==> src/include/motion_cfg.svh <==
/*
 constants of the motion mode sequencer: parameter addresses,
 reset values, status bit positions.
 assumes inclusion by bare name from the modules.
*/
// Behaviour
// - each jog start moves one inching distance
// - jog start withdrawn: stop motor at once
// - inching distance 16 bit, default 20, min 1
// - slow 60 and fast 180 manual speeds
// - speed mode runs without end position
// - speed setpoint write enters speed mode
// - speed mode ends at zero speeds or fault
// - speed status bits 13 14 15
// - error bits 0 1 2 3 5 6 7
// - new speed accepted while moving
// - no area limits in speed mode
// - ramps latched on setpoint write
// - absolute from zero, relative from position
// - target write enters ptp at stored speed
// - ptp ends at target standstill or fault
// - start word: bit0 pos, bit1 neg, bit2 fast
// - ptp status bits 13 14 15, same errors
`ifndef MOTION_CFG_SVH
`define MOTION_CFG_SVH
`define IDX_MANUAL     8'h29
`define IDX_VEL        8'h24
`define IDX_PTP        8'h23
`define SIDX_START     8'h01
`define SIDX_MSTAT     8'h02
`define SIDX_SLOW      8'h04
`define SIDX_FAST      8'h05
`define SIDX_DIST      8'h06
`define SIDX_VSET      8'h01
`define SIDX_VSTAT     8'h02
`define SIDX_PABS      8'h01
`define SIDX_PSTAT     8'h02
`define SIDX_PREL      8'h03
`define SIDX_PSPD      8'h05
`define RST_SLOW       32'h0000003c
`define RST_FAST       32'h000000b4
`define RST_DIST       16'h0014
`define BIT_DIR_POS    0
`define BIT_DIR_NEG    1
`define BIT_FAST       2
`define BIT_REACHED    13
`define BIT_END        14
`define BIT_ERR        15
`define ERR_USED_MASK  8'hef
`define ERR_AREA_MASK  8'h60
`endif

==> src/include/motion_pkg.sv <==
/*
 types of the motion mode sequencer.
 assumes motion_cfg.svh holds the numeric constants.
*/
`default_nettype none
package motion_pkg;
    typedef enum logic [1:0] {
        MODE_IDLE,
        MODE_INCH,
        MODE_VEL,
        MODE_PTP
    } mode_t;
    typedef logic signed [31:0] word_t;
endpackage : motion_pkg
`default_nettype wire

==> src/hw/mode_status_word.sv <==
/*
 one acknowledgement word of an operating mode.
 assumes clear, done and abort are single cycle pulses on clk.
*/
`timescale 1ns/1ps
`default_nettype none
`include "motion_cfg.svh"
module mode_status_word (
    input  wire logic        clk,
    input  wire logic        rst_n,
    input  wire logic        clear,   // new start of the mode
    input  wire logic [7:0]  fault,   // errors seen by the mode
    input  wire logic        reached, // setpoint reached level
    input  wire logic        done,    // mode finished pulse
    input  wire logic        abort,   // finished by fault pulse
    output logic      [15:0] word
);
    logic [15:0] word_q;   // acknowledgement register
    logic [15:0] word_d;
    logic [15:0] sets;     // bits set this cycle

    // sets beat the clear so no event is lost on restart
    always_comb begin
        sets = 16'h0000;
        sets[7:0] = fault & `ERR_USED_MASK;
        sets[`BIT_END] = done | abort;
        sets[`BIT_ERR] = abort;
        if (clear) begin
            word_d = sets;
        end else begin
            word_d = word_q | sets;
        end
        // reached holds until the next start so it still reads set
        // beside the end flag once the mode has finished
        word_d[`BIT_REACHED] = ~clear & (reached | word_q[`BIT_REACHED]);
    end

    // register only
    always_ff @(posedge clk) begin
        if (!rst_n) begin
            word_q <= 16'h0000;
        end else begin
            word_q <= word_d;
        end
    end

    assign word = word_q;
endmodule : mode_status_word
`default_nettype wire

==> src/hw/motion_mode_sequencer.sv <==
/*
 operating mode sequencer: unified inching, speed mode and
 point-to-point positioning, driven by index:subindex parameter access.
 assumes the profile generator shares CLK_SYS and feeds actual
 position and speed; fault lines are pins and are synchronised.
*/
`timescale 1ns/1ps
`default_nettype none
`include "motion_cfg.svh"
module motion_mode_sequencer (
    input  wire logic        CLK_SYS,
    input  wire logic        RESETN,
    input  wire logic        PAR_WR,        // parameter write strobe
    input  wire logic        PAR_RD,        // parameter read strobe
    input  wire logic [7:0]  PAR_IDX,       // parameter index
    input  wire logic [7:0]  PAR_SIDX,      // parameter subindex
    input  wire logic [31:0] PAR_WDATA,     // write value
    output logic      [31:0] PAR_RDATA,     // read value
    output logic             PAR_ACK,       // answer pulse
    output logic             PAR_ERR,       // refused with answer
    input  wire logic [31:0] ACT_POS,       // actual position
    input  wire logic [31:0] ACT_SPEED,     // actual speed
    input  wire logic [31:0] RAMP_ACC_IN,   // ramp settings in
    input  wire logic [31:0] RAMP_DEC_IN,
    input  wire logic        POSITIVE_LIMIT_ERROR,
    input  wire logic        NEGATIVE_LIMIT_ERROR,
    input  wire logic        HARDWARE_STOP_ERROR,
    input  wire logic        REFERENCE_ERROR,
    input  wire logic        SOFT_POSITIVE_LIMIT_ERROR,
    input  wire logic        SOFT_NEGATIVE_LIMIT_ERROR,
    input  wire logic        SOFT_STOP_ERROR,
    output logic [31:0]      TARGET_SPEED,  // to profile generator
    output logic [31:0]      TARGET_POS,
    output logic             POS_CONTROL,   // 1 position, 0 speed
    output logic             STOP_NOW,      // brake at once
    output logic [31:0]      RAMP_ACC,      // latched ramps
    output logic [31:0]      RAMP_DEC,
    output logic [1:0]       MODE
);
    // decode of one parameter address, used by read and write
    function automatic logic hit(input logic [7:0] idx,
                                 input logic [7:0] sidx,
                                 input logic [7:0] ci,
                                 input logic [7:0] cs);
        hit = (idx == ci) && (sidx == cs);
    endfunction : hit

    // fault pins: two flops before any use
    logic [7:0] flt_meta_q;   // first stage, read by second only
    logic [7:0] flt_q;        // synchronised faults
    logic [7:0] flt_pin;
    assign flt_pin = {SOFT_STOP_ERROR, SOFT_NEGATIVE_LIMIT_ERROR,
                      SOFT_POSITIVE_LIMIT_ERROR, 1'b0,
                      REFERENCE_ERROR, HARDWARE_STOP_ERROR,
                      NEGATIVE_LIMIT_ERROR, POSITIVE_LIMIT_ERROR};
    always_ff @(posedge CLK_SYS) begin
        if (!RESETN) begin
            flt_meta_q <= 8'h00;
            flt_q      <= 8'h00;
        end else begin
            flt_meta_q <= flt_pin;
            flt_q      <= flt_meta_q;
        end
    end

    // settings
    logic [31:0] slow_q, slow_d;       // manual_slow_speed
    logic [31:0] fast_q, fast_d;       // manual_fast_speed
    logic [15:0] dist_q, dist_d;       // inching_distance
    logic [31:0] vset_q, vset_d;       // speed_setpoint
    logic [31:0] pabs_q, pabs_d;       // absolute_target
    logic [31:0] prel_q, prel_d;       // relative_target
    logic [31:0] pspd_q, pspd_d;       // ptp_target_speed
    logic [2:0]  cmd_q, cmd_d;         // manual_start_command
    // motion state
    motion_pkg::mode_t mode_q, mode_d;
    logic [31:0] tspd_q, tspd_d;
    logic [31:0] tpos_q, tpos_d;
    logic        posc_q, posc_d;
    logic        stop_q, stop_d;
    logic [31:0] acc_q, acc_d;
    logic [31:0] dec_q, dec_d;
    // answer
    logic [31:0] rdata_q, rdata_d;
    logic        ack_q, ack_d;
    logic        err_q, err_d;
    // status word strobes
    logic        clr_m, clr_v, clr_p;  // mode start
    logic        done_m, done_v, done_p;
    logic        abrt_m, abrt_v, abrt_p;
    logic [7:0]  flt_eff;              // faults that count now
    logic        standstill;
    logic        at_target;
    logic [15:0] st_m, st_v, st_p;     // status words
    logic [31:0] pos_step;             // zero-extended inching step

    // the area limits do not reach speed mode
    assign flt_eff = (mode_q == motion_pkg::MODE_VEL) ?
                     (flt_q & ~`ERR_AREA_MASK) : flt_q;
    assign standstill = (ACT_SPEED == 32'h00000000);
    assign at_target  = (ACT_POS == tpos_q);
    assign pos_step   = {16'h0000, dist_q};

    // mode sequencing and parameter access
    always_comb begin
        slow_d = slow_q;
        fast_d = fast_q;
        dist_d = dist_q;
        vset_d = vset_q;
        pabs_d = pabs_q;
        prel_d = prel_q;
        pspd_d = pspd_q;
        cmd_d  = cmd_q;
        mode_d = mode_q;
        tspd_d = tspd_q;
        tpos_d = tpos_q;
        posc_d = posc_q;
        stop_d = stop_q;
        acc_d  = acc_q;
        dec_d  = dec_q;
        ack_d  = PAR_WR | PAR_RD;
        err_d  = 1'b0;
        rdata_d = rdata_q;
        {clr_m, clr_v, clr_p} = 3'b000;
        {done_m, done_v, done_p} = 3'b000;
        {abrt_m, abrt_v, abrt_p} = 3'b000;
        // brake request ends once the axis is still; the target
        // follows the stop point so the axis does not move off again
        if (stop_q && standstill) begin
            stop_d = 1'b0;
            tspd_d = 32'h0;
            tpos_d = ACT_POS;
        end
        // completion and fault response of the running mode
        case (mode_q)
            motion_pkg::MODE_IDLE: begin
            end
            motion_pkg::MODE_INCH: begin
                if (|flt_eff) begin
                    abrt_m = 1'b1;
                end else if (standstill &&
                             (at_target || stop_q)) begin
                    done_m = 1'b1;
                end
            end
            motion_pkg::MODE_VEL: begin
                if (|flt_eff) begin
                    abrt_v = 1'b1;
                end else if (standstill && tspd_q == 32'h0) begin
                    done_v = 1'b1;
                end
            end
            motion_pkg::MODE_PTP: begin
                if (|flt_eff) begin
                    abrt_p = 1'b1;
                end else if (standstill && at_target) begin
                    done_p = 1'b1;
                end
            end
            default: begin
                mode_d = motion_pkg::MODE_IDLE;
            end
        endcase
        if (abrt_m | abrt_v | abrt_p) begin
            tspd_d = 32'h0;
            stop_d = 1'b1;
            mode_d = motion_pkg::MODE_IDLE;
        end else if (done_m | done_v | done_p) begin
            mode_d = motion_pkg::MODE_IDLE;
        end
        // parameter writes; a new start wins over completion
        if (PAR_WR) begin
            if (hit(PAR_IDX, PAR_SIDX, `IDX_MANUAL, `SIDX_START)) begin
                cmd_d = PAR_WDATA[2:0];
                if (PAR_WDATA[`BIT_DIR_POS] ^ PAR_WDATA[`BIT_DIR_NEG])
                begin
                    // one jog per start, from the current spot
                    mode_d = motion_pkg::MODE_INCH;
                    clr_m  = 1'b1;
                    posc_d = 1'b1;
                    stop_d = 1'b0;
                    tpos_d = PAR_WDATA[`BIT_DIR_POS] ?
                             32'(ACT_POS + pos_step) :
                             32'(ACT_POS - pos_step);
                    tspd_d = PAR_WDATA[`BIT_FAST] ? fast_q
                                                  : slow_q;
                end else if (PAR_WDATA[1:0] == 2'b00 &&
                             mode_q == motion_pkg::MODE_INCH) begin
                    // withdrawn before target: brake now
                    tspd_d = 32'h0;
                    stop_d = 1'b1;
                    mode_d = motion_pkg::MODE_INCH;
                end else if (PAR_WDATA[1:0] == 2'b11) begin
                    err_d = 1'b1; // both senses at once: refused
                end
            end else if (hit(PAR_IDX, PAR_SIDX, `IDX_MANUAL,
                             `SIDX_SLOW)) begin
                slow_d = PAR_WDATA;
            end else if (hit(PAR_IDX, PAR_SIDX, `IDX_MANUAL,
                             `SIDX_FAST)) begin
                fast_d = PAR_WDATA;
            end else if (hit(PAR_IDX, PAR_SIDX, `IDX_MANUAL,
                             `SIDX_DIST)) begin
                if (PAR_WDATA[15:0] == 16'h0000) begin
                    err_d = 1'b1;
                end else begin
                    dist_d = PAR_WDATA[15:0];
                end
            end else if (hit(PAR_IDX, PAR_SIDX, `IDX_VEL,
                             `SIDX_VSET)) begin
                // taken even in motion; zero brakes on the ramp
                vset_d = PAR_WDATA;
                tspd_d = PAR_WDATA;
                mode_d = motion_pkg::MODE_VEL;
                posc_d = 1'b0;
                stop_d = 1'b0;
                clr_v  = 1'b1;
                acc_d  = RAMP_ACC_IN;
                dec_d  = RAMP_DEC_IN;
            end else if (hit(PAR_IDX, PAR_SIDX, `IDX_PTP, `SIDX_PABS) ||
                         hit(PAR_IDX, PAR_SIDX, `IDX_PTP, `SIDX_PREL))
            begin
                // absolute needs a referenced axis, the host's duty
                if (PAR_SIDX == `SIDX_PABS) begin
                    pabs_d = PAR_WDATA;
                    tpos_d = PAR_WDATA;
                end else begin
                    // relative to the spot where the axis stands
                    prel_d = PAR_WDATA;
                    tpos_d = 32'(ACT_POS + PAR_WDATA);
                end
                mode_d = motion_pkg::MODE_PTP;
                tspd_d = pspd_q;
                posc_d = 1'b1;
                stop_d = 1'b0;
                clr_p  = 1'b1;
                acc_d  = RAMP_ACC_IN;
                dec_d  = RAMP_DEC_IN;
            end else if (hit(PAR_IDX, PAR_SIDX, `IDX_PTP,
                             `SIDX_PSPD)) begin
                pspd_d = PAR_WDATA;
            end else begin
                err_d = 1'b1; // unmapped or read only
            end
        end
        // reads: unmapped answers zero with the error flag
        if (PAR_RD) begin
            rdata_d = 32'h0;
            if (hit(PAR_IDX, PAR_SIDX, `IDX_MANUAL, `SIDX_START)) begin
                rdata_d = {29'h0, cmd_q};
            end else if (hit(PAR_IDX, PAR_SIDX, `IDX_MANUAL,
                             `SIDX_MSTAT)) begin
                rdata_d = {16'h0, st_m};
            end else if (hit(PAR_IDX, PAR_SIDX, `IDX_MANUAL,
                             `SIDX_SLOW)) begin
                rdata_d = slow_q;
            end else if (hit(PAR_IDX, PAR_SIDX, `IDX_MANUAL,
                             `SIDX_FAST)) begin
                rdata_d = fast_q;
            end else if (hit(PAR_IDX, PAR_SIDX, `IDX_MANUAL,
                             `SIDX_DIST)) begin
                rdata_d = {16'h0, dist_q};
            end else if (hit(PAR_IDX, PAR_SIDX, `IDX_VEL,
                             `SIDX_VSET)) begin
                rdata_d = vset_q;
            end else if (hit(PAR_IDX, PAR_SIDX, `IDX_VEL,
                             `SIDX_VSTAT)) begin
                rdata_d = {16'h0, st_v};
            end else if (hit(PAR_IDX, PAR_SIDX, `IDX_PTP,
                             `SIDX_PABS)) begin
                rdata_d = pabs_q;
            end else if (hit(PAR_IDX, PAR_SIDX, `IDX_PTP,
                             `SIDX_PSTAT)) begin
                rdata_d = {16'h0, st_p};
            end else if (hit(PAR_IDX, PAR_SIDX, `IDX_PTP,
                             `SIDX_PREL)) begin
                rdata_d = prel_q;
            end else if (hit(PAR_IDX, PAR_SIDX, `IDX_PTP,
                             `SIDX_PSPD)) begin
                rdata_d = pspd_q;
            end else begin
                err_d = 1'b1;
            end
        end
    end

    // register only
    always_ff @(posedge CLK_SYS) begin
        if (!RESETN) begin
            slow_q  <= `RST_SLOW;
            fast_q  <= `RST_FAST;
            dist_q  <= `RST_DIST;
            vset_q  <= 32'h0;
            pabs_q  <= 32'h0;
            prel_q  <= 32'h0;
            pspd_q  <= 32'h0;
            cmd_q   <= 3'h0;
            mode_q  <= motion_pkg::MODE_IDLE;
            tspd_q  <= 32'h0;
            tpos_q  <= 32'h0;
            posc_q  <= 1'b0;
            stop_q  <= 1'b0;
            acc_q   <= 32'h0;
            dec_q   <= 32'h0;
            rdata_q <= 32'h0;
            ack_q   <= 1'b0;
            err_q   <= 1'b0;
        end else begin
            slow_q  <= slow_d;
            fast_q  <= fast_d;
            dist_q  <= dist_d;
            vset_q  <= vset_d;
            pabs_q  <= pabs_d;
            prel_q  <= prel_d;
            pspd_q  <= pspd_d;
            cmd_q   <= cmd_d;
            mode_q  <= mode_d;
            tspd_q  <= tspd_d;
            tpos_q  <= tpos_d;
            posc_q  <= posc_d;
            stop_q  <= stop_d;
            acc_q   <= acc_d;
            dec_q   <= dec_d;
            rdata_q <= rdata_d;
            ack_q   <= ack_d;
            err_q   <= err_d;
        end
    end

    // status words, errors only while the mode runs
    mode_status_word u_stat_man (
        .clk(CLK_SYS), .rst_n(RESETN), .clear(clr_m),
        .fault(mode_q == motion_pkg::MODE_INCH ? flt_eff : 8'h00),
        .reached(1'b0), .done(done_m), .abort(abrt_m), .word(st_m));
    mode_status_word u_stat_vel (
        .clk(CLK_SYS), .rst_n(RESETN), .clear(clr_v),
        .fault(mode_q == motion_pkg::MODE_VEL ? flt_eff : 8'h00),
        .reached(mode_q == motion_pkg::MODE_VEL &&
                 ACT_SPEED == tspd_q),
        .done(done_v), .abort(abrt_v), .word(st_v));
    mode_status_word u_stat_ptp (
        .clk(CLK_SYS), .rst_n(RESETN), .clear(clr_p),
        .fault(mode_q == motion_pkg::MODE_PTP ? flt_eff : 8'h00),
        .reached(mode_q == motion_pkg::MODE_PTP && at_target),
        .done(done_p), .abort(abrt_p), .word(st_p));

    assign PAR_RDATA    = rdata_q;
    assign PAR_ACK      = ack_q;
    assign PAR_ERR      = err_q;
    assign TARGET_SPEED = tspd_q;
    assign TARGET_POS   = tpos_q;
    assign POS_CONTROL  = posc_q;
    assign STOP_NOW     = stop_q;
    assign RAMP_ACC     = acc_q;
    assign RAMP_DEC     = dec_q;
    assign MODE         = mode_q;

    logic wr_vel;
    logic wr_start;
    assign wr_vel = PAR_WR && hit(PAR_IDX, PAR_SIDX, `IDX_VEL, `SIDX_VSET);
    assign wr_start = PAR_WR &&
                      hit(PAR_IDX, PAR_SIDX, `IDX_MANUAL, `SIDX_START);
endmodule : motion_mode_sequencer
`default_nettype wire

==> config.mk <==
export PLATFORM = sky130hd
export DESIGN_NAME = motion_mode_sequencer
export DESIGN_NICKNAME = d
export VERILOG_FILES = /design/src/include/motion_pkg.sv /design/src/hw/mode_status_word.sv /design/src/hw/motion_mode_sequencer.sv
export VERILOG_INCLUDE_DIRS = /design/src /design/src/include
export SDC_FILE = /design/constraint.sdc
export NUM_CORES = 1
export LEC_CHECK = 0
export ABC_CLOCK_PERIOD_IN_PS = 7100
export BUFFER_PORTS_ARGS = -buffer_cell sky130_fd_sc_hd__buf_2
export CORE_ASPECT_RATIO = 0.8
export CORE_MARGIN = 5
export CORE_UTILIZATION = 30
export DETAILED_ROUTE_END_ITERATION = 16
export GPL_TIMING_DRIVEN = 0
export PLACE_DENSITY = 0.5
export SYNTH_ARGS = -nofsm -noshare
export SYNTH_HDL_FRONTEND = slang
export SYNTH_SLANG_ARGS = --single-unit
==> constraint.sdc <==
create_clock -name CLK_SYS -period 7.1 [get_ports CLK_SYS]
set_input_delay 1.065 -clock CLK_SYS [delete_from_list [all_inputs] [get_ports CLK_SYS]]
set_output_delay 1.065 -clock CLK_SYS [all_outputs]
set_load 0.03 [all_outputs]
# Word level (Yosys, flattened, before mapping)
# Cells that the tools add are included.
# totals
reg_bits,441
in_bits,187
output_inout_bits,166
wordCells,245
# classes
n_addsub,3
n_eq_ne,19
muxes,127
bitwise,29
reduce_logical,40
# op_table
cell,n
two-way mux 32 bit,38
two-way mux 1 bit,71
equality test 32 bit,2
zero test 32 bit,2
two-way mux 16 bit,3
OR 16 bit,3
adder 32 x 16 -> 32 bit,1
adder 32 bit,1
subtractor 32 x 16 -> 32 bit,1
"equality test 8 x 3 -> 1 bit, second input constant",3
"equality test 8 x 6 -> 1 bit, second input constant",3
two-way mux 8 bit,3
AND reduction 6 bit,4
AND reduction 8 bit,3
two-way mux 2 bit,11
logical AND 1 bit,18
"equality test 8 x 2 -> 1 bit, second input constant",2
zero test 16 bit,1
inverter 1 bit,12
OR 1 bit,10
"equality test 8 x 1 -> 1 bit, second input constant",1
"!= test 2 bit, second input constant",4
OR reduction 8 bit,1
two-way mux 7 bit,1
12 further kinds,19

# Logic depth before layout (Yosys ltp)
# Gate-level depths: netlist (run 1).
# logic_depth
depth_word,22
mapped_depth,20
ltp_nobuf,18

# Modules after synthesis
# A second synthesis (run 1) with hierarchy kept.
# hier_totals
cells_unflattened,2893
hier_area_um2,22326.4
# modules_own_cells
mod,instances,cells_each,area_each_um2,seq_area_each_um2
motion_mode_sequencer,1,2779,21155.3,7827.5
mode_status_word,3,38,390.4,200.2

# Worst setup path before layout (run 1)
# Ideal clock, no wire load.
# synth_timing
path_type,reg2reg
startpoint,register dist_q[2]
endpoint,register tpos_q[29] (netlist: TARGET_POS[29])
setup_time_ns,0.119
arrival_time_ns,4.178
required_ns,6.981
setup_slack_ns,2.803
stages_incl_launch_ff,18
n_path_buf,0
period_less_slack_ns,4.297
path_cell_list,dfxtp_1 nor3_1 nand3_1 nor4_1 nand2_1 nor4_1 ha_1 mux2_2 ha_1 and3_1 a221oi_1 o21ai_0 and4_1 a2111oi_0 o31ai_1 xor2_1 o21ai_0 a21oi_1
# synth_via
elab_chain_cells,5
elab_cells_between_ends,6
cone_classes,add/sub (2); mux (4)
# synth_lines
item,line,text
"start, declared",motion_mode_sequencer.sv:69,"logic [15:0] dist_q, dist_d;"
"start signal, assigned",motion_mode_sequencer.sv:292,dist_q <= `RST_DIST;
"start signal, assigned",motion_mode_sequencer.sv:311,dist_q <= dist_d;
subtractor 32 x 16 -> 32 bit / adder 32 x 16 -> 32 bit (equally long branches),"motion_mode_sequencer.sv:184, motion_mode_sequencer.sv:183",
two-way mux 32 bit (*),motion_mode_sequencer.sv:182,tpos_d = PAR_WDATA[`BIT_DIR_POS] ?
two-way mux 32 bit (*),motion_mode_sequencer.sv:175,if (PAR_WDATA[`BIT_DIR_POS] ^ PAR_WDATA[`BIT_DIR_NEG])
two-way mux 32 bit (*),motion_mode_sequencer.sv:173,"if (hit(PAR_IDX, PAR_SIDX, `IDX_MANUAL, `SIDX_START)) begin"
two-way mux 32 bit (*),motion_mode_sequencer.sv:172,if (PAR_WR) begin
"end signal, assigned",motion_mode_sequencer.sv:319,tpos_q <= tpos_d;
"end, declared",motion_mode_sequencer.sv:78,"logic [31:0] tpos_q, tpos_d;"
# Every way passes the cells marked *; elsewhere a longest branch is shown, timed or not.
# A chain may end at the register's enable or synchronous reset.

# Final worst setup path (run 1)
# layout_timing
startpoint,register dist_q[0]
endpoint,register tpos_q[31] (netlist: TARGET_POS[31])
# The elaborated chain is that of the path after synthesis.

==> summary.txt, run 1 <==
Worst setup SP type: flip-flop
Reg clk slew, reported paths: 60 ps
# IOs: 353
P_leak: 10.87 nW
Hold Slack: 434.9 ps
Die width: 321.4 um
GPL Wtd Cong: 0.9519
Max-slew headroom: 15.78%
Worst clock skew: 25.90 ps
Initial Utilization: 30.25%
Ys flop type: dfxtp_1
Root Buffer: clkbuf_16
Switching portion of total power: 27.59%
H-tree levels: 2
R2R depth: 19
Core footprint: 76970 um2
Gr usage total: 24.91%
Final Util: 36.37%
Final WL: 109800 um
Vias: 23850
Layout Nets: 3582
Port bufs: 350
DR WL/cell: 25.01 um
RSZ-0062 raised after global routing: no
Commonest non-fill, non-tap cell in the layout: nand2_1
Avg Cell Area, Syn: 7.967 um2
CP Data Arrival Time: 6160 ps
CP Class: reg2reg
Slew @ Worst Pin: 1231 ps
PnR worst setup slack: 1435 ps
Largest net degree at the start of global routing: 15
Yosys top cell area share: 36.20%
Most frequent cells in the layout: 636 x nand2_1, 421 x dfxtp_1, 404 x buf_2, 231 x a21boi_0, 180 x clkbuf_1
Seq pwr share: 41.7%
Max-Cap Viols: 0
Status: finished clean
DP Cell Count: 4298
Area leader, netlist: dfxtp_1
Crit path required time: 7600 ps
Reg2reg end: TARGET_POS[31]
CTS tree: yes
Netlist Area Pre-Place: 23280 um2
Unique cell type count in the Yosys netlist: 78
Layout Cell Area excl Fill: 27990 um2
Clock Power Share: 46.7%
CTS Sinks: 421
CP Capture Type: flip-flop
Final-report max-slew violation count: 0
Mapped Cells: 2922
Hold Vio Cnt, Final: 0
YS warnings: 0
Sequential area share after synthesis: 36.20%
First-pass DRT Iterations: 8
Setup Buffers After CTS: 0
Vias per inst: 5.433
Final worst-path cycle share: 79.79%
Row count: 91
Dpl hpwl: 86880 um
Setup-failing EPs final: 0
Count of hold-fix buffers inserted at cts: 0
Critical path fanouts, max: 9
Area delta synth->final: 20.24%
Fillers: 8320
Antenna viol nets, final: 0
Global-route wire length before repair: 155300 um
Worst vdd rail ir drop: 166.5 uV
Crit path from: dist_q[0]
CTS resizes: 0
Final Critical Period: 5665 ps
Syn_nets: 3177
Gate power share: 11.6%
Die ar.: 83310 um2
Reg2Reg Setup Slack: 1430 ps
Worst setup path end: TARGET_POS[31]
GRT overflow: 0
Psw: 1.570 mW
DP Worst Slack: 1310 ps
Vias in the first global route: 21970
Worst-skew pair later-pin latency: 630 ps
DRC violations left: 0
Number of flops mapped to enable cells by yosys: 0
Finished Layout Cells: 4390
PnR Total Power: 5.691 mW
Share of layout cells above drive strength 1: 15.73%
Die H: 259.2 um
Clock Path Buffers: 3
Multi-input logic area: 13650 um2
CTS buffer count: 50
Async SR Flop Fraction: 0%
Flops & latches, synth: 421
Antenna violations before repair: 4
FF/Latch Area: 8428 um2
Synth area leaders: dfxtp_1 36%, nand2_1 10%, a21boi_0 7.4%
Pwr dens: 203.3 nW/um2
Final TNS setup: 0 ps
Origin of the critical flop-to-flop path: dist_q[0]
Placed Area: 26350 um2
Max Clk Rate: 176.5 MHz
Power Internal: 4.121 mW
HP Class: reg2reg
DR iter-0 viols: 2665
[worst min path at each step]
stage | endpoint | slack (ps) | from | cells past startpoint
3_5_place_dp | flt_q[0] | 420 | flt_meta_q[0] | 1
3_3_place_gp | flt_q[1] | 430 | flt_meta_q[1] | 1
4_1_cts | flt_q[5] | 440 | flt_meta_q[5] | 1
2_1_floorplan | flt_q[0] | 410 | flt_meta_q[0] | 1
6_report | flt_q[5] | 430 | flt_meta_q[5] | 1
5_1_grt | flt_q[1] | 450 | flt_meta_q[1] | 1
[power groups by stage]
stage | registers [mW] | clock network [mW] | logic [mW]
2_1_floorplan | 2.43 | 0 | 0.385
3_3_place_gp | 2.43 | 0 | 0.647
3_5_place_dp | 2.43 | 0 | 0.642
4_1_cts | 2.37 | 2.69 | 0.645
5_1_grt | 2.37 | 2.79 | 0.711
6_report | 2.37 | 2.66 | 0.662
[per-layer routing]
layer | vias to the layer above | track usage (%) | part of all wire (%)
met5 | - | 0 | 0.019
met4 | 4 | 7.356 | 2.9
met3 | 151 | 5.799 | 8.9
met2 | 989 | 36.02 | 42
met1 | 11510 | 36.69 | 47
li1 | 11200 | - | -
[synthesized netlist by cell type (all sizes together), types with 37 or more instances]
cell type / instances
nand2: 639
dfxtp: 421
a21boi: 255
clkbuf: 166
a21oi: 133
nor2: 118
o21ai: 101
a22oi: 94
buf: 79
nor2b: 79
xor2: 72
ha: 66
and2: 54
xnor2: 54
mux2i: 50
nand3: 50
inv: 42
nor4: 38
a21o: 37
a221oi: 37
[critical path, stage by stage (launching register included)]
cell       delay [ps]
dfxtp_1           420
inv_1             120
ha_1              190
nand2_1            60
nor3_1            180
nor3b_1           420
and2_1            200
clkbuf_1          470
nor2_1            100
xor2_1            170
ha_1              390
o211ai_1          110
o21ai_0           380
a31oi_1           180
a2111oi_0        1080
o21ai_0           280
a21o_1            270
and3_1            150
o211ai_1          250
nand3_1           130
[cell families after synthesis]
family	synth area share [%]
mux	2.295
fa+ha+maj	3.719
simple gates	21.14
xor+xnor	4.740
buf+inv	5.235
flops	36.20
compound gates	26.66
[state kept, by name, indices dropped and copies added, names as in the netlist, 10 cells and up]
signal           flops
fast_q              32
TARGET_POS          32
RAMP_ACC            32
PAR_RDATA           32
TARGET_SPEED        32
pspd_q              32
RAMP_DEC            32
u_stat_vel.word     10
slow_q              32
dist_q              16
prel_q              32
pabs_q              32
vset_q              32
u_stat_ptp.word     10
u_stat_man.word     10
[layout make-up]
cell class | instances | area share, %
Multi-Input combinational cell | 2214 | 48.75
Sequential cell | 421 | 30.11
Timing Repair Buffer | 353 | 6.330
Clock buffer | 73 | 5.100
Tap cell | 1023 | 4.573
Buffer | 245 | 3.791
Clock inverter | 16 | 0.7510
Inverter | 42 | 0.5632
Antenna cell | 3 | 0.02682
(Power assumes the default switching activity.)
==> run 2, diff against run 1 <==
Settings changed: ABC_AREA set to 1, ABC_CLOCK_PERIOD_IN_PS 7100 to 5500.
Clock period 7.1 ns to 5.5 ns, I/O delays scaled along.
==> run 2 against run 1 <==
  * The flow now finishes with violations (capacitance limit, slew limit)
  * Final area is 2.0% higher
  * Critical path depth is 3 higher
  * Sequential power is 30% higher
  * Clock power is 27% higher
  * Sequential share of layout area is 0.58 points lower
  * Critical endpoint is now TARGET_POS[25]
  * Largest cell class unchanged
==> summary.txt, run 2 <==
Post-Synth Adder-Cell Area: 3.629% (was 3.719%)
Post-Synth Simple-Gate Area: 23.06% (was 21.14%)
CTS tree: yes (unchanged)
Flops & latches, synth: 421 (unchanged)
Synth area leaders: dfxtp_1 35%, nand2_1 10%, o21ai_0 9.5% (was dfxtp_1 36%, nand2_1 10%, a21boi_0 7.4%)
RSZ-0062 raised after global routing: no (unchanged)
CP Data Arrival Time: 5220 ps (was 6160 ps)
Failing checks: capacitance limit, slew limit
GPL Wtd Cong: 1.055 (was 0.9519)
Worst vdd rail ir drop: 197.7 uV (was 166.5 uV)
Global-route wire length before repair: 188600 um (was 155300 um)
Async SR Flop Fraction: 0% (unchanged)
CP delay by family, top: simple AND/OR/NAND/NOR gates (was compound AO/OA/AOI/OAI gates)
Initial Utilization: 30.26% (was 30.25%)
Final TNS setup: 0 ps (unchanged)
Reg2Reg Setup Slack: 760 ps (was 1430 ps)
CTS Sinks: 421 (unchanged)
DRC violations left: 0 (unchanged)
Final WL: 135600 um (was 109800 um)
Final worst-path cycle share: 86.12% (was 79.79%)
Commonest non-fill, non-tap cell in the layout: nand2_1 (unchanged)
Final-report max-slew violation count: 6 (was 0)
Avg Cell Area, Syn: 6.650 um2 (was 7.967 um2)
Layout Nets: 4244 (was 3582)
Max-Cap Viols: 2 (was 0)
Die ar.: 85310 um2 (was 83310 um2)
Multi-input logic area: 13160 um2 (was 13650 um2)
CTS buffer count: 48 (was 50)
DR iter-0 viols: 4048 (was 2665)
Row count: 92 (was 91)
First-pass DRT Iterations: 7 (was 8)
Crit path required time: 5980 ps (was 7600 ps)
FF/Latch Area: 8428 um2 (unchanged)
Finished Layout Cells: 5062 (was 4390)
Unique cell type count in the Yosys netlist: 56 (was 78)
Worst setup path end: TARGET_POS[25] (was TARGET_POS[31])
CTS resizes: 0 (unchanged)
Max-slew headroom: -5.141% (was 15.78%)
Final Critical Period: 4737 ps (was 5665 ps)
Vias in the first global route: 25250 (was 21970)
Port bufs: 351 (was 350)
Top cells by count, synth: 664 x nand2_1, 455 x o21ai_0, 436 x a21oi_1 (was 636 x nand2_1, 421 x dfxtp_1, 231 x a21boi_0)
YS warnings: 0 (unchanged)
P_leak: 12.09 nW (was 10.87 nW)
Post-synthesis xor/xnor area fraction: 2.569% (was 4.740%)
Crit path from: dist_q[0] (unchanged)
DP Cell Count: 4973 (was 4298)
Pwr dens: 263.5 nW/um2 (was 203.3 nW/um2)
Yosys top cell area share: 35.32% (was 36.20%)
Root Buffer: clkbuf_16 (unchanged)
Max incr delay on CP: 480 ps (was 1080 ps)
Sequential area share after synthesis: 35.32% (was 36.20%)
Worst-skew pair later-pin latency: 620 ps (was 630 ps)
GRT overflow: 0 (unchanged)
Mux cell area share after synthesis: 0.08390% (was 2.295%)
Origin of the critical flop-to-flop path: dist_q[0] (unchanged)
R2R depth: 22 (was 19)
Layout Cell Area excl Fill: 28540 um2 (was 27990 um2)
CP Class: reg2reg (unchanged)
Mapped Cells: 3588 (was 2922)
Post-synthesis compound-gate area fraction: 25.74% (was 26.66%)
HP Class: in2reg (was reg2reg)
Dpl hpwl: 108000 um (was 86880 um)
Ys flop type: dfxtp_1 (unchanged)
Netlist Area Pre-Place: 23860 um2 (was 23280 um2)
Stages on worst setup path: 22 (was 19)
Main combinational cell family by area after synthesis: compound AO/OA/AOI/OAI gates (unchanged)
Most frequent cells in the layout: 664 x nand2_1, 455 x o21ai_0, 436 x a21oi_1, 421 x dfxtp_1, 394 x inv_1 (was 636 x nand2_1, 421 x dfxtp_1, 404 x buf_2, 231 x a21boi_0, 180 x clkbuf_1)
Hold Vio Cnt, Final: 0 (unchanged)
Antenna viol nets, final: 0 (unchanged)
Vias: 28200 (was 23850)
Clock Path Buffers: 3 (unchanged)
Core footprint: 78850 um2 (was 76970 um2)
Fillers: 8703 (was 8320)
Reg clk slew, reported paths: 60 ps (about the same)
Slew @ Worst Pin: 1565 ps (was 1231 ps)
Vias per inst: 5.570 (was 5.433)
# IOs: 353 (unchanged)
Die H: 262.3 um (was 259.2 um)
Count leader, synth: nand2_1 (unchanged)
CP Capture Type: flip-flop (unchanged)
Share of layout cells above drive strength 1: 12.60% (was 15.73%)
DR WL/cell: 26.79 um (was 25.01 um)
Critical path fanouts, max: 8 (was 9)
CP bufs+invs: 1 (was 2)
Die width: 325.3 um (was 321.4 um)
Placed Area: 26930 um2 (was 26350 um2)
Status: finished with violations (was finished clean)
Worst clock skew: 33.10 ps (was 25.90 ps)
Syn_nets: 3843 (was 3177)
CP max-delay cell: ha_1 (was a2111oi_0)
Max Clk Rate: 211.1 MHz (was 176.5 MHz)
Reg2reg end: TARGET_POS[25] (was TARGET_POS[31])
PnR Total Power: 7.521 mW (was 5.691 mW)
Antenna violations before repair: 5 (was 4)
Area delta synth->final: 19.61% (was 20.24%)
Final Util: 36.20% (was 36.37%)
Largest net degree at the start of global routing: 14 (was 15)
Number of flops mapped to enable cells by yosys: 0 (unchanged)
H-tree levels: 2 (unchanged)
Setup Buffers After CTS: 0 (unchanged)
Count of hold-fix buffers inserted at cts: 0 (unchanged)
Worst setup SP type: flip-flop (unchanged)
Area leader, netlist: dfxtp_1 (unchanged)
Gr usage total: 30.06% (was 24.91%)
Most frequent CP cell: nand3_1
Setup-failing EPs final: 0 (unchanged)
Crit-path cells: nor3_1, nand3_1, nor3_1, nand3_1, nor3_1, nand3_1, nor3_2, ha_1, nand2_1, o21ai_0, ha_1, nand2_1, nor2_1, inv_1, nor2_1, nand4_1, nand2_1, nand2_1, nand3_1, nand3_1, a21oi_1, nor2_1 (was inv_1, ha_1, nand2_1, nor3_1, nor3b_1, and2_1, clkbuf_1, nor2_1, xor2_1, ha_1, o211ai_1, o21ai_0, a31oi_1, a2111oi_0, o21ai_0, a21o_1, and3_1, o211ai_1, nand3_1)
-- run 2: worst min path at each step --
stage	startpoint	endpoint	slack, ps	depth (start not counted)
after floorplan	flt_meta_q[0]	flt_q[0]	390	2
after global placement	flt_meta_q[6]	flt_q[6]	400	2
after detailed placement	flt_meta_q[6]	flt_q[6]	400	2
after CTS	NEGATIVE_LIMIT_ERROR	flt_meta_q[1]	380	3
after global routing	SOFT_STOP_ERROR	flt_meta_q[7]	400	3
final	SOFT_STOP_ERROR	flt_meta_q[7]	410	3
-- run 2: cell type report --
class	instances	area share (%)
Tap cell	1034	4.533
Clock inverter	20	0.8066
Timing Repair Buffer	351	6.155
Buffer	185	2.582
Inverter	414	5.445
Multi-Input combinational cell	2568	46.10
Sequential cell	421	29.53
Clock buffer	65	4.818
Antenna cell	4	0.03507
-- run 2: report_power, final --
| group | switching (mW) | leakage [nW] | internal (mW) | total (mW) |
|---|---|---|---|---|
| registers | 0.0211 | 3.40 | 3.06 | 3.08 |
| clock network | 1.44 | 0.795 | 1.94 | 3.38 |
| logic | 0.761 | 7.90 | 0.290 | 1.05 |
-- run 2: worst min-delay path: cells and delay by family --
kind	cells	cell delay [ps]
AND/OR/NAND/NOR	1	40
buffers and inverters	2	110
-- run 2: kinds of logic after synthesis --
kind of cell               Yosys count
and+or+nand+nor                   1317
AOI/OAI and AO/OA                 1111
buffers and inverters              599
DFF                                421
xor gates and xnor gates            70
adders and majority gates           68
muxes                                2
-- run 2: metal layers --
| layer | share of wire (%) | global-route usage [%] |
|---|---|---|
| met1 | 44 | 43.80 |
| met2 | 39 | 41.33 |
| met3 | 15 | 11.78 |
| met4 | 2.8 | 7.028 |
| met5 | 0.029 | 0 |
-- run 2: per-stage QoR --
stage / setup WS [ps] / hold WS [ps]
after floorplan: 2045 / 390.5
after global placement: 654.7 / 395.3
after detailed placement: 872.4 / 401.2
after CTS: 850.1 / 383.0
after global routing: 288.0 / 400.3
final: 763.5 / 406.3
